[config.mk]
export PLATFORM = sky130hd
export DESIGN_NAME = dlwt_top
export DESIGN_NICKNAME = d
export VERILOG_FILES = /design/src/dlwt_pkg.sv /design/src/dlwt_ceil_div.sv /design/src/dlwt_top.sv
export SDC_FILE = /design/constraint.sdc
export NUM_CORES = 1
export LEC_CHECK = 0
export ABC_AREA = 1
export BUFFER_PORTS_ARGS = -buffer_cell sky130_fd_sc_hd__buf_2
export CAP_MARGIN = 20
export CORE_ASPECT_RATIO = 0.75
export CORE_MARGIN = 2
export CORE_UTILIZATION = 35
export CTS_BUF_LIST = sky130_fd_sc_hd__clkbuf_4 sky130_fd_sc_hd__clkbuf_8
export DETAILED_ROUTE_END_ITERATION = 10
export SYNTH_ARGS = -nofsm -noshare
export SYNTH_HDL_FRONTEND = slang
export SYNTH_SLANG_ARGS = --single-unit
[constraint.sdc]
create_clock -name hclk -period 41 [get_ports hclk]
set_clock_uncertainty 0.05 [all_clocks]
set_input_delay 8.2 -clock hclk [delete_from_list [all_inputs] [get_ports hclk]]
set_output_delay 8.2 -clock hclk [all_outputs]
set_load 0.005 [all_outputs]
[src/dlwt_pkg.sv]
`default_nettype none
package dlwt_pkg;
  // Register byte offsets
  localparam logic [7:0] ADDR_CTRL = 8'h00;
  localparam logic [7:0] ADDR_HTOTAL = 8'h04;
  localparam logic [7:0] ADDR_HSYNC = 8'h08;
  localparam logic [7:0] ADDR_FORMAT = 8'h0C;
  localparam logic [7:0] ADDR_LINK = 8'h10;
  localparam logic [7:0] ADDR_TA_PARAM = 8'h14;
  localparam logic [7:0] ADDR_TA_TO = 8'h18;
  localparam logic [7:0] ADDR_HOLD_TO = 8'h1C;
  localparam logic [7:0] ADDR_MAX_RET = 8'h20;
  localparam logic [7:0] ADDR_WINDOW = 8'h24;
  localparam logic [7:0] ADDR_LATENCY = 8'h28;
  localparam logic [7:0] ADDR_TX_ALLOW = 8'h2C;
  localparam logic [7:0] ADDR_RX_ALLOW = 8'h30;
  localparam logic [7:0] ADDR_STATUS = 8'h34;
  localparam logic [7:0] ADDR_IRQ_EN = 8'h38;
  localparam logic [7:0] ADDR_IRQ_CLR = 8'h3C;
  localparam logic [7:0] ADDR_TIMER = 8'h40;
  // Control bit positions
  localparam int CTRL_SYNC_EVENT = 0;
  localparam int CTRL_CLK_LANE_LP = 1;
  localparam int CTRL_OVERRIDE = 2;
  localparam int CTRL_SWAP_GO = 3;
  // Status bit positions
  localparam int STAT_TA_TIMEOUT = 0;
  localparam int STAT_HOLD_TIMEOUT = 1;
  localparam int STAT_SWAP_DONE = 2;
  localparam int STAT_W = 3;
  // Link timing constants
  localparam logic [7:0] LINK_MHZ_PER_ESC = 8'hA0;
  localparam logic [15:0] LAT_LP_MUL = 16'h0011;
  localparam logic [15:0] LAT_LP_ADD = 16'h000C;
  localparam logic [15:0] LAT_HS_MUL2 = 16'h000F;
  localparam logic [15:0] LAT_HS_ADD = 16'h0004;
  localparam logic [7:0] TURNAROUND_SURE_INTERVAL_DEFAULT = 8'h01;
  localparam logic [7:0] TURNAROUND_GET_INTERVAL_DEFAULT = 8'h05;
  localparam logic [9:0] TA_FIXED_STEPS = 10'h008;
  localparam logic [9:0] TA_DEFAULT_TOTAL = TA_FIXED_STEPS + 10'(TURNAROUND_SURE_INTERVAL_DEFAULT) + 10'(TURNAROUND_GET_INTERVAL_DEFAULT);
  // Worst-case panel ownership in escape clocks
  localparam int ESC_BITS_CLOCKS = 2;
  localparam int OWN_ENTRY = 5;
  localparam int OWN_ENTRY_CMD = 8 * ESC_BITS_CLOCKS;
  localparam int OWN_READ_HDR = 64;
  localparam int OWN_READ_PYLD = 512;
  localparam int OWN_READ_CRC = 32;
  localparam int OWN_ACK_HDR = 64;
  localparam int OWN_MARK_STOP = 2;
  localparam logic [15:0] OWN_WORST = 16'(OWN_ENTRY + OWN_ENTRY_CMD + OWN_READ_HDR + OWN_READ_PYLD
    + OWN_READ_CRC + OWN_ACK_HDR + OWN_MARK_STOP) + 16'(TA_DEFAULT_TOTAL);
  localparam logic [5:0] MAX_RETURN_LIMIT = 6'h20;
  // Escape clocks the host drives before the panel may answer
  localparam logic [15:0] TA_DRIVEN_STEPS = 16'h0002;
  // Lane levels {p, n}
  localparam logic [1:0] LP11 = 2'h3;
  localparam logic [1:0] LP10 = 2'h2;
  localparam logic [1:0] LP00 = 2'h0;

  typedef struct packed {
    logic sync_event;
    logic clk_lane_lp;
    logic ta_override;
    logic [15:0] htotal;
    logic [15:0] hsync_width;
    logic [2:0] bytes_per_pixel;
    logic [2:0] lanes;
    logic [11:0] link_mhz;
    logic [7:0] turnaround_sure_interval;
    logic [7:0] turnaround_get_interval;
    logic [15:0] latency_extra;
    logic [15:0] turnaround_timeout_value;
    logic [15:0] lp_receive_hold_timeout;
    logic [5:0] max_return_size;
  } dlwt_cfg_type;

  localparam dlwt_cfg_type CFG_RESET = '{
    sync_event: 1'b0, clk_lane_lp: 1'b0, ta_override: 1'b0,
    htotal: 16'h0000, hsync_width: 16'h0000, bytes_per_pixel: 3'h3, lanes: 3'h1,
    link_mhz: 12'h000, turnaround_sure_interval: TURNAROUND_SURE_INTERVAL_DEFAULT,
    turnaround_get_interval: TURNAROUND_GET_INTERVAL_DEFAULT, latency_extra: 16'h0000,
    turnaround_timeout_value: 16'(TA_DEFAULT_TOTAL), lp_receive_hold_timeout: OWN_WORST,
    max_return_size: MAX_RETURN_LIMIT};

  typedef enum logic [1:0] {DLWT_IDLE, DLWT_TURN, DLWT_HOLD} dlwt_state_type;
endpackage
`default_nettype wire

[src/dlwt_ceil_div.sv]
`default_nettype none
module dlwt_ceil_div
#(
  parameter int NW = 20,
  parameter int DW = 3
)
(
  input wire logic [NW-1:0] num,
  input wire logic [DW-1:0] den,
  output logic [NW-1:0] quo
);
  logic [NW:0] sum;
  logic [NW:0] den_w;

  if (DW > NW)
  begin : g_check
    $error("dlwt_ceil_div: divisor wider than dividend");
  end

  // Rounds the quotient up; a zero divisor yields zero
  always_comb
  begin
    den_w = (NW+1)'(den);
    sum = (NW+1)'({1'b0, num} + den_w - (NW+1)'(1));
    if (den == '0)
    begin
      quo = '0;
    end
    else
    begin
      quo = NW'(sum / den_w);
    end
  end
endmodule
`default_nettype wire

[src/dlwt_top.sv]
// How it works
// RL1 - Window: total minus sync, or total
// RL2 - Pixels to bytes: ceiling size*bpp over lanes
// RL3 - Latency 17N+12 clock-lane LP, else 7.5N+4
// RL4 - N is ceiling of link MHz over 160
// RL5 - Tx/Rx allowed: window minus latency, timeout
// RL6 - Timeout in escape clocks, times N
// RL7 - Software sets hold timeout to Rx allowed
// RL8 - Software sizes return packet to fit Rx
// RL9 - Both timers bound panel link ownership
// RL10 - Swap steps total 14 escape clocks default
// RL11 - Sure/get default 1 and 5, override 8+sum
// RL12 - Threshold step counts one whole escape clock
// RL13 - Worst-case panel ownership is 709 escape clocks
// RL14 - Escape bits take two escape clocks each
// RL15 - Read payload per swap limited to 32
// RL16 - Overridden timing adds to the latency
// RL17 - Expired timer reclaims link, flags timeout
//
// Design decisions made here: the AHB-Lite interface to the registers and the address map.
`default_nettype none
module dlwt_top
  import dlwt_pkg::*;
#(
  parameter int ESC_DIV = 4
)
(
  input wire logic hclk,
  input wire logic hresetn,
  input wire logic hsel,
  input wire logic [31:0] haddr,
  input wire logic [1:0] htrans,
  input wire logic hwrite,
  input wire logic [2:0] hsize,
  input wire logic [31:0] hwdata,
  input wire logic hready,
  output logic hreadyout,
  output logic hresp,
  output logic [31:0] hrdata,
  input wire logic panel_busy,
  output logic lane_p,
  output logic lane_n,
  output logic lane_oe,
  output logic irq
);
  localparam int EW = $clog2(ESC_DIV + 1);

  if (ESC_DIV < 1)
  begin : g_check
    $error("dlwt_top: ESC_DIV must be at least 1");
  end

  dlwt_cfg_type cfg, next_cfg;
  logic wr_pend, next_wr_pend;
  logic rd_pend, next_rd_pend;
  logic rd_ready, next_rd_ready;
  logic [7:0] addr_q, next_addr_q;
  logic [31:0] next_hrdata;
  logic [31:0] rd_mux;
  logic [STAT_W-1:0] status, next_status;
  logic [STAT_W-1:0] irq_en, next_irq_en;
  logic [STAT_W-1:0] clr_bits;
  logic [STAT_W-1:0] events;
  logic next_irq;
  logic swap_go;
  logic accept;

  logic [15:0] window_px;
  logic [19:0] window_num;
  logic [19:0] window_q;
  logic [11:0] n_q;
  logic [19:0] window_bytes, next_window_bytes;
  logic [7:0] esc_ratio, next_esc_ratio;
  logic [15:0] latency, next_latency;
  logic [23:0] tx_allow, next_tx_allow;
  logic [23:0] rx_allow, next_rx_allow;
  logic [9:0] swap_total, next_swap_total;
  logic [15:0] lat_base;
  logic [23:0] ta_to_bytes;

  logic busy_meta, busy_sync;
  logic [EW-1:0] esc_cnt, next_esc_cnt;
  logic esc_tick;
  dlwt_state_type state, next_state;
  logic [15:0] ta_count, next_ta_count;
  logic [15:0] hold_count, next_hold_count;
  logic [1:0] next_lane;
  logic next_lane_oe;

  assign accept = hsel && htrans[1] && hready;
  assign hreadyout = !(rd_pend && !rd_ready);
  assign hresp = 1'b0;

  // Register writes and bus phase tracking
  always_comb
  begin
    next_cfg = cfg;
    next_irq_en = irq_en;
    clr_bits = '0;
    swap_go = 1'b0;
    next_addr_q = accept ? haddr[7:0] : addr_q;
    next_wr_pend = accept && hwrite;
    next_rd_pend = accept ? !hwrite : (rd_ready ? 1'b0 : rd_pend);
    next_rd_ready = rd_pend && !rd_ready;
    next_hrdata = (rd_pend && !rd_ready) ? rd_mux : hrdata;
    if (wr_pend)
    begin
      unique case (addr_q)
        ADDR_CTRL:
        begin
          next_cfg.sync_event = hwdata[CTRL_SYNC_EVENT];
          next_cfg.clk_lane_lp = hwdata[CTRL_CLK_LANE_LP];
          next_cfg.ta_override = hwdata[CTRL_OVERRIDE];
          swap_go = hwdata[CTRL_SWAP_GO];
        end
        ADDR_HTOTAL: next_cfg.htotal = hwdata[15:0];
        ADDR_HSYNC: next_cfg.hsync_width = hwdata[15:0];
        ADDR_FORMAT:
        begin
          next_cfg.bytes_per_pixel = hwdata[2:0];
          next_cfg.lanes = hwdata[6:4];
        end
        ADDR_LINK: next_cfg.link_mhz = hwdata[11:0];
        ADDR_TA_PARAM:
        begin
          next_cfg.turnaround_sure_interval = hwdata[7:0];
          next_cfg.turnaround_get_interval = hwdata[15:8];
          next_cfg.latency_extra = hwdata[31:16];
        end
        ADDR_TA_TO: next_cfg.turnaround_timeout_value = hwdata[15:0];
        ADDR_HOLD_TO: next_cfg.lp_receive_hold_timeout = hwdata[15:0];
        ADDR_MAX_RET:
        begin
          if (hwdata > 32'(MAX_RETURN_LIMIT))
          begin
            next_cfg.max_return_size = MAX_RETURN_LIMIT; // [RL15]
          end
          else
          begin
            next_cfg.max_return_size = hwdata[5:0];
          end
        end
        ADDR_IRQ_EN: next_irq_en = hwdata[STAT_W-1:0];
        ADDR_IRQ_CLR: clr_bits = hwdata[STAT_W-1:0];
        default:
        begin
        end
      endcase
    end
  end

  // Read data selection; unmapped and write-only offsets read zero
  always_comb
  begin
    rd_mux = 32'h0000_0000;
    unique case (addr_q)
      ADDR_CTRL: rd_mux = 32'({cfg.ta_override, cfg.clk_lane_lp, cfg.sync_event});
      ADDR_HTOTAL: rd_mux = 32'(cfg.htotal);
      ADDR_HSYNC: rd_mux = 32'(cfg.hsync_width);
      ADDR_FORMAT: rd_mux = 32'({cfg.lanes, 1'b0, cfg.bytes_per_pixel});
      ADDR_LINK: rd_mux = 32'(cfg.link_mhz);
      ADDR_TA_PARAM: rd_mux = {cfg.latency_extra, cfg.turnaround_get_interval, cfg.turnaround_sure_interval};
      ADDR_TA_TO: rd_mux = 32'(cfg.turnaround_timeout_value);
      ADDR_HOLD_TO: rd_mux = 32'(cfg.lp_receive_hold_timeout);
      ADDR_MAX_RET: rd_mux = 32'(cfg.max_return_size);
      ADDR_WINDOW: rd_mux = 32'(window_bytes);
      ADDR_LATENCY: rd_mux = {latency, 8'h00, esc_ratio};
      ADDR_TX_ALLOW: rd_mux = 32'(tx_allow);
      ADDR_RX_ALLOW: rd_mux = 32'(rx_allow);
      ADDR_STATUS: rd_mux = 32'(status);
      ADDR_IRQ_EN: rd_mux = 32'(irq_en);
      ADDR_TIMER: rd_mux = {6'h00, swap_total, 14'h0000, state};
      default: rd_mux = 32'h0000_0000;
    endcase
  end

  always_ff @(posedge hclk or negedge hresetn)
  begin
    if (!hresetn)
    begin
      cfg <= CFG_RESET; // [RL13] [RL14]
      irq_en <= '0;
      wr_pend <= 1'b0;
      rd_pend <= 1'b0;
      rd_ready <= 1'b0;
      addr_q <= 8'h00;
      hrdata <= 32'h0000_0000;
    end
    else
    begin
      cfg <= next_cfg;
      irq_en <= next_irq_en;
      wr_pend <= next_wr_pend;
      rd_pend <= next_rd_pend;
      rd_ready <= next_rd_ready;
      addr_q <= next_addr_q;
      hrdata <= next_hrdata;
    end
  end

  // Window and ratio dividers
  always_comb
  begin
    if (cfg.sync_event || cfg.hsync_width > cfg.htotal)
    begin
      window_px = cfg.sync_event ? cfg.htotal : 16'h0000; // [RL1]
    end
    else
    begin
      window_px = cfg.htotal - cfg.hsync_width; // [RL1]
    end
    window_num = 20'(window_px) * 20'(cfg.bytes_per_pixel);
  end

  dlwt_ceil_div #(.NW(20), .DW(3)) u_window_div ( // [RL2]
    .num(window_num),
    .den(cfg.lanes),
    .quo(window_q)
  );

  dlwt_ceil_div #(.NW(12), .DW(8)) u_ratio_div ( // [RL4]
    .num(cfg.link_mhz),
    .den(LINK_MHZ_PER_ESC),
    .quo(n_q)
  );

  // Latency and allowed durations
  always_comb
  begin
    next_window_bytes = window_q;
    next_esc_ratio = n_q[7:0];
    if (cfg.clk_lane_lp)
    begin
      lat_base = 16'(esc_ratio) * LAT_LP_MUL + LAT_LP_ADD; // [RL3]
    end
    else
    begin
      lat_base = 16'((16'(esc_ratio) * LAT_HS_MUL2 + 16'h0001) >> 1) + LAT_HS_ADD; // [RL3]
    end
    next_latency = cfg.ta_override ? 16'(lat_base + cfg.latency_extra) : lat_base; // [RL16]
    ta_to_bytes = 24'(cfg.turnaround_timeout_value) * 24'(esc_ratio); // [RL6]
    if (24'(window_bytes) > 24'(latency))
    begin
      next_tx_allow = 24'(window_bytes) - 24'(latency); // [RL5]
    end
    else
    begin
      next_tx_allow = 24'h000000;
    end
    next_rx_allow = (tx_allow > ta_to_bytes) ? tx_allow - ta_to_bytes : 24'h000000; // [RL5]
    if (cfg.ta_override)
    begin
      next_swap_total = TA_FIXED_STEPS + 10'(cfg.turnaround_sure_interval) // [RL11]
        + 10'(cfg.turnaround_get_interval);
    end
    else
    begin
      next_swap_total = TA_DEFAULT_TOTAL; // [RL10] [RL11]
    end
  end

  always_ff @(posedge hclk or negedge hresetn)
  begin
    if (!hresetn)
    begin
      window_bytes <= 20'h00000;
      esc_ratio <= 8'h00;
      latency <= 16'h0000;
      tx_allow <= 24'h000000;
      rx_allow <= 24'h000000;
      swap_total <= TA_DEFAULT_TOTAL;
    end
    else
    begin
      window_bytes <= next_window_bytes;
      esc_ratio <= next_esc_ratio;
      latency <= next_latency;
      tx_allow <= next_tx_allow;
      rx_allow <= next_rx_allow;
      swap_total <= next_swap_total;
    end
  end

  // Panel ownership pin synchroniser
  always_ff @(posedge hclk or negedge hresetn)
  begin
    if (!hresetn)
    begin
      busy_meta <= 1'b0;
      busy_sync <= 1'b0;
    end
    else
    begin
      busy_meta <= panel_busy;
      busy_sync <= busy_meta;
    end
  end

  // Bus direction swap timers
  always_comb
  begin
    next_esc_cnt = esc_cnt;
    esc_tick = 1'b0;
    if (state == DLWT_IDLE)
    begin
      next_esc_cnt = '0;
    end
    else if (esc_cnt == EW'(ESC_DIV - 1))
    begin
      next_esc_cnt = '0;
      esc_tick = 1'b1;
    end
    else
    begin
      next_esc_cnt = EW'(esc_cnt + EW'(1));
    end
    next_state = state;
    next_ta_count = ta_count;
    next_hold_count = hold_count;
    events = '0;
    unique case (state)
      DLWT_IDLE:
      begin
        if (swap_go)
        begin
          next_state = DLWT_TURN;
          next_ta_count = 16'h0000;
        end
      end
      DLWT_TURN:
      begin
        // Threshold crossing is resolved only at whole escape clocks
        if (esc_tick)
        begin
          next_ta_count = 16'(ta_count + 16'h0001); // [RL12] [RL6]
        end
        if (busy_sync && ta_count >= TA_DRIVEN_STEPS)
        begin
          next_state = DLWT_HOLD;
          next_hold_count = 16'h0000;
        end
        else if (esc_tick && 16'(ta_count + 16'h0001) >= cfg.turnaround_timeout_value)
        begin
          next_state = DLWT_IDLE; // [RL9] [RL17]
          events[STAT_TA_TIMEOUT] = 1'b1; // [RL17]
        end
      end
      DLWT_HOLD:
      begin
        next_hold_count = 16'(hold_count + 16'h0001);
        if (!busy_sync)
        begin
          next_state = DLWT_IDLE;
          events[STAT_SWAP_DONE] = 1'b1;
        end
        else if (next_hold_count >= cfg.lp_receive_hold_timeout)
        begin
          next_state = DLWT_IDLE; // [RL9] [RL17]
          events[STAT_HOLD_TIMEOUT] = 1'b1; // [RL17]
        end
      end
    endcase
    // Host drives LP10 then LP00, then releases the lane to the panel
    next_lane = LP11;
    next_lane_oe = 1'b1;
    if (next_state == DLWT_TURN)
    begin
      if (next_ta_count == 16'h0000)
      begin
        next_lane = LP10; // [RL10]
      end
      else if (next_ta_count == 16'h0001)
      begin
        next_lane = LP00; // [RL10]
      end
      else
      begin
        next_lane = LP00;
        next_lane_oe = 1'b0;
      end
    end
    else if (next_state == DLWT_HOLD)
    begin
      next_lane = LP00;
      next_lane_oe = 1'b0;
    end
    // New events win over a software clear in the same cycle
    next_status = (status & ~clr_bits) | events;
    next_irq = |(next_status & irq_en);
  end

  always_ff @(posedge hclk or negedge hresetn)
  begin
    if (!hresetn)
    begin
      esc_cnt <= '0;
      state <= DLWT_IDLE;
      ta_count <= 16'h0000;
      hold_count <= 16'h0000;
      lane_p <= LP11[1];
      lane_n <= LP11[0];
      lane_oe <= 1'b1;
      status <= '0;
      irq <= 1'b0;
    end
    else
    begin
      esc_cnt <= next_esc_cnt;
      state <= next_state;
      ta_count <= next_ta_count;
      hold_count <= next_hold_count;
      lane_p <= next_lane[1];
      lane_n <= next_lane[0];
      lane_oe <= next_lane_oe;
      status <= next_status;
      irq <= next_irq;
    end
  end
endmodule
`default_nettype wire
Word level (Yosys, flattened, before mapping)
Index checks and enable logic that the tools add are counted.

operators by class
  add/subtract/negate cells = 16
  multiply operators = 4
  divide/modulo/power cells = 2
  order comparisons = 7
  equality and inequality tests = 23
  muxes and demuxes = 45
  bitwise gates (word level) = 4
  reductions and logical operators = 28

operator list
  cell                                                                     count
  32-bit case mux with 16 select lines                                     1
  16-bit two-way mux                                                       6
  8-bit by 6-bit equality test with 1-bit output (second input constant)   8
  16-bit case mux with 2 select lines                                      2
  24-bit two-way mux                                                       2
  16-bit by 1-bit adder with 16-bit output (second input constant)         2
  8-bit by 5-bit equality test with 1-bit output (second input constant)   4
  16-bit >= comparator                                                     2
  32-bit by 6-bit > comparator with 1-bit output (second input constant)   1
  24-bit > comparator                                                      1
  16-bit by 8-bit multiplier with 24-bit output                            1
  24-bit subtractor                                                        1
  2-bit AND reduction                                                      11
  21-bit by 3-bit divider with 21-bit output                               1
  20-bit by 16-bit subtractor with 21-bit output                           1
  21-bit by 1-bit subtractor with 21-bit output (second input constant)    1
  19-bit by 3-bit adder with 20-bit output                                 1
  20-bit by 16-bit > comparator with 1-bit output                          1
  20-bit two-way mux                                                       1
  16-bit by 3-bit multiplier with 19-bit output                            1
  2-bit two-way mux                                                        9
  16-bit adder                                                             1
  16-bit by 1-bit equality test with 1-bit output (second input constant)  1
  8-bit by 4-bit equality test with 1-bit output (second input constant)   2
  38 further kinds                                                         67

storage, ports and cells
  register bits = 317
  input bits = 75
  output and inout bits = 38

Logic depth before layout (Yosys ltp)
  word-level depth = 10
  gate-level depth with buffers = 272
  gate-level depth less buffers = 260

By module
A second synthesis with hierarchy kept.

unflattened totals
  cell total of the unflattened synthesis = 6098
  area, all modules = 40229.8 sq um

by module, submodules not included
  module                        times used  cells an instance  area each (sq um)  seq. area each (sq um)
  dlwt_top                      1           3413               25743.4            7883.8
  dlwt_ceil_div (u_window_div)  1           1979               10105.9            0.0
  dlwt_ceil_div (u_ratio_div)   1           706                4380.5             0.0

Worst setup path before layout
OpenSTA, ideal clock, no wires.

  path type = register to register
  start point = register cfg[88] (netlist name)
  end point = register window_bytes[0]
  arrival time = 34.399 ns
  required time = 40.836 ns
  setup slack = 6.438 ns
  cell stages (with the launch flop) = 258
  buffers on the path = 12
  path through = dfrtp_1 ha_1 inv_1 fa_1 nand3_1 nand2_1 a21oi_1 o21bai_1 a21oi_1 o21bai_1 a21oi_1 o21bai_1 a21oi_1 o21bai_1 a21oi_1 o21ai_0 a21oi_1 o21bai_1 [222 not listed] nand3_4 nor2_4 nand2_1 nor2_2 nand2_4 buf_6 o21ai_0 ha_1 nand2_1 nor2_1 a211oi_1 nand3_1 nor2_1 nand3_1 nor2_1 nand3_1 nand2_1 inv_1

on the way
  word-level cells in the longest chain between the ends = 8
  elaborated cells on any way between the ends = 9

ends and longest elaborated chain
  item                                               RTL line             RTL
  from (decl)                                        dlwt_top.sv:53       dlwt_cfg_type cfg, next_cfg;
  from (signal assigned)                             dlwt_top.sv:191      cfg <= next_cfg;
  16-bit > comparator                                dlwt_top.sv:204      if (cfg.sync_event || cfg.hsync_width > cfg.htotal)
  1-bit logical OR                                   dlwt_top.sv:204
  16-bit two-way mux (*)                             dlwt_top.sv:204
  16-bit by 3-bit multiplier with 19-bit output (*)  dlwt_top.sv:212      window_num = 20'(window_px) * 20'(cfg.bytes_per_pixel);
  19-bit by 3-bit adder with 20-bit output (*)       dlwt_ceil_div.sv:24  sum = (NW+1)'({1'b0, num} + den_w - (NW+1)'(1));
  21-bit by 1-bit subtractor with 21-bit output (*)  dlwt_ceil_div.sv:24
  21-bit by 3-bit divider with 21-bit output (*)     dlwt_ceil_div.sv:31  quo = NW'(sum / den_w);
  20-bit two-way mux (*)                             dlwt_ceil_div.sv:25  if (den == '0)
  named net next_window_bytes[0]                     dlwt_top.sv:72       logic [19:0] window_bytes, next_window_bytes;
  to (signal assigned)                               dlwt_top.sv:275      window_bytes <= next_window_bytes;
  to (decl)                                          dlwt_top.sv:72

The timed path passes the listed nets; every way through them passes the cells marked *.
A chain may end at the register's enable or synchronous reset.

Worst setup path after layout
  start point = register cfg[104] (netlist name)
  end point = register window_bytes[0]

Same word-level chain as after synthesis.

==> flow_summary_export.csv <==
group,metric,value,unit
cells_and_area,num-nets-final,5238,
floorplanning,core_area,0.09369,mm2
floorplanning,die_h,270.6,um
cells_and_area,multiInputGateArea,0.02166,mm2
logic_synthesis,ys_ff_latch,312,
grt,antenna_found_initial,16,
sta,slew_headroom,24.85,%
worst_setup_path,criticalPathCategory,"reg2reg",
placed_design,dpl_worst_slack,0.2874,ns
worst_setup_path,arrival,37.26,ns
logic_synthesis,syn_area,0.03317,mm2
routing,route.detailed.wl_per_inst,16.86,um
clock_tree,htree_levels,2,
floorplanning,dieArea,0.09728,mm2
clock_tree,tritoncts,"yes",
grt,grt_usage,20.84,%
placed_design,io_buffers,83,
grt,overflow,0,
clock_tree,hold_buffers,0,
hold_path,holdPathStages,0,
routing,num_vias,30446,
sta,setup_slack,4.220,ns
clock_tree,cts_root_buf,"clkbuf_8",
routing,drcViolationCount,0,
worst_setup_path,startpoint_type,"register",
logic_synthesis,ys_seq_area_share,23.62,%
logic_synthesis,synthArstFlopShare,100.0,%
placed_design,routabilityCongestion,0.9480,
floorplanning,num_rows,97,
routing,drt_iter0_markers,2310,
logic_synthesis,synth_area_per_cell,7.056,um2
clock_tree,clkLatencyLatePin,0.67,ns
routing,viasPerCell,5.023,
sta,whs,0.2978,ns
worst_setup_path,cp.required,41.48,ns
grt,grt_pass1_wl,161600,um
cells_and_area,final_common_cell,"nand2_1",
logic_synthesis,yosys_warnings,0,
logic_synthesis,ys_types,78,
cells_and_area,area_delta_synth_final,9.573,%
job,max_cap_viol_count,0,
outcome,status,"complete, no violations",
clock_tree,cts_num_sinks,312,
logic_synthesis,syn_inst,4701,
floorplanning,ios,113,
grt,grt_pass1_vias,28690,
logic_synthesis,synth_edf_count,0,
logic_synthesis,synth_nets,5161,
clock_tree,cts_buffers,53,
worst_setup_path,ff2ff_path_depth,249,
cells_and_area,seq_area,0.007834,mm2
logic_synthesis,ys.flop_type,"dfrtp_1",
routing,ant_nets,0,
routing,routed_wl,102200,um
sta,finalHoldViolations,0,
sta,final_max_slew_viol_count,0,
grt,grt_max_degree,113,
sta,period_minus_slack,36.78,ns
clock_tree,clockBufferDepth,3,
floorplanning,start_util,35.40,%
sta,clock.fmax,27.19,MHz
worst_setup_path,crit_fanout,24,
worst_setup_path,cp_common_cell,"nand2_1",
worst_setup_path,cpMaxStageDelayCell,"fa_1",
placed_design,dp_hpwl,81930,um
hold_path,hp-class,"reg2reg",
routing,first_pass_iters,5,
cells_and_area,layout-drive-gt1-share,13.46,%
clock_tree,cts.clk_slew.worst_paths,0.06,ns
placed_design,dpl_cell_area,0.03483,mm2
cells_and_area,n_fill_cell,9908,
cells_and_area,layout_common_cells,"nand2_1, inv_1, nor2_1",
cells_and_area,fin_area,0.03635,mm2
sta,final.period_utilization,89.71,%
worst_setup_path,slowest_delay,0.61,ns
sta,setup_viol,0,
worst_setup_path,crit_path_end_kind,"register",
sta,tightest_slew,1.123,ns
floorplanning,die_w,359.5,um
==> cell families (layout without fill, tap and decap cells) <==
| family | count (synthesis) | after routing | synth area share, % |
|---|---|---|---|
| simple gates | 2182 | 2182 | 31.45 |
| buf+inv | 970 | 1090 | 11.62 |
| mux | 17 | 17 | 0.5695 |
| flops | 312 | 312 | 23.62 |
| fa+ha+maj | 385 | 385 | 16.51 |
| other cells | 1 | 4 | 0.01130 |
| compound gates | 691 | 691 | 12.44 |
| xor+xnor | 143 | 143 | 3.776 |
==> sequential cells by signal, indices dropped and copies added (netlist names), 2 cells and up <==
| name | flops |
|---|---|
| ta_count | 16 |
| addr_q | 8 |
| latency | 16 |
| hrdata | 32 |
| status | 3 |
| state | 2 |
| esc_cnt | 3 |
| cfg | 123 |
| hold_count | 16 |
| rx_allow | 24 |
| irq_en | 3 |
| tx_allow | 21 |
| esc_ratio | 6 |
| window_bytes | 20 |
| swap_total | 10 |
==> through the flow <==
stage	instances	utilization [%]	setup TNS [ns]
4_1_cts	6043	38.48	0
5_1_grt	6060	38.79	-0.07008
3_5_place_dp	5945	37.17	0
3_3_place_gp	5945	37.17	0
2_1_floorplan	4701	-	0
6_report	6061	38.79	0
==> worst paths after layout <==
kind	from	endpoint	slack (ns)
worst min register to register	busy_meta	busy_sync	0.30
worst max-delay path	cfg[104]	window_bytes[0]	4.22
worst max register to register	cfg[104]	window_bytes[0]	4.22
worst min-delay path	busy_meta	busy_sync	0.30
max in group asynchronous	hresetn	addr_q[7]	31.14
min in group asynchronous	hresetn	esc_ratio[4]	7.54
==> routing by layer <==
layer | wire [um] | share of wire, % | GRT usage (%)
met2 | 39880 | 39 | 29.22
met5 | 34 | 0.033 | 0
met4 | 2769 | 2.7 | 5.086
met1 | 49730 | 49 | 30.90
met3 | 9759 | 9.6 | 6.058
==> Yosys cell counts, types with 5 or more instances <==
library cell	number	area, um2
xor2_1	101	884.6
o2111ai_1	8	70.07
or2_2	14	87.58
a21oi_2	7	61.31
clkinv_2	8	40.04
ha_1	297	3716
nand2_2	104	650.6
nor2_2	26	162.7
a31oi_1	13	81.33
nand2_1	1073	4028
o21ai_1	20	100.1
a21o_1	15	112.6
nand3_2	41	410.4
o211ai_1	13	97.59
nand3b_1	18	135.1
inv_2	31	116.4
mux2_2	15	168.9
a221o_1	5	50.05
dfstp_2	21	551.8
inv_1	805	3022
buf_8	5	75.07
nor3_1	61	305.3
nand3_4	21	367.9
a21oi_1	175	875.8
nand4_2	5	62.56
clkinv_1	16	60.06
nor4_1	20	125.1
dfrtp_1	291	7282
nand4_1	70	437.9
o21ai_0	258	1291
o21bai_1	40	300.3
nand3_1	212	1061
xnor2_1	42	367.9
nor2_1	427	1603
o31ai_1	10	75.07
o21ai_2	13	113.9
nor2_4	29	326.6
nand2_4	38	427.9
fa_1	88	1762
clkbuf_1	82	307.8
buf_6	8	90.09
o21a_1	8	60.06
a221oi_1	36	315.3
o22ai_1	45	281.5
==> final cells by class <==
type	count	area share, %
Antenna cell	3	0.02065
Clock buffer	86	3.015
Clock inverter	12	0.3546
Inverter	867	9.081
Multi-Input combinational cell	3419	59.60
Sequential cell	312	21.55
Tap cell	1237	4.258
Timing Repair Buffer	125	2.114
==> critical path: cells and delay by family (launching register included) <==
kind	cells	cell delay [ns]
buf+inv	42	3.94
compound gates	52	7.98
flops	1	0.38
simple gates	129	15.92
fa+ha+maj	26	8.28
==> repair_timing <==
action / CTS / global route
setup endpoints to repair: 0 / 3
gates resized for setup: 0 / 40
buffers inserted: 0 / 12
Power is not shown: default switching activity piles up to over one toggle a cycle in this logic, so the estimate is an artifact.
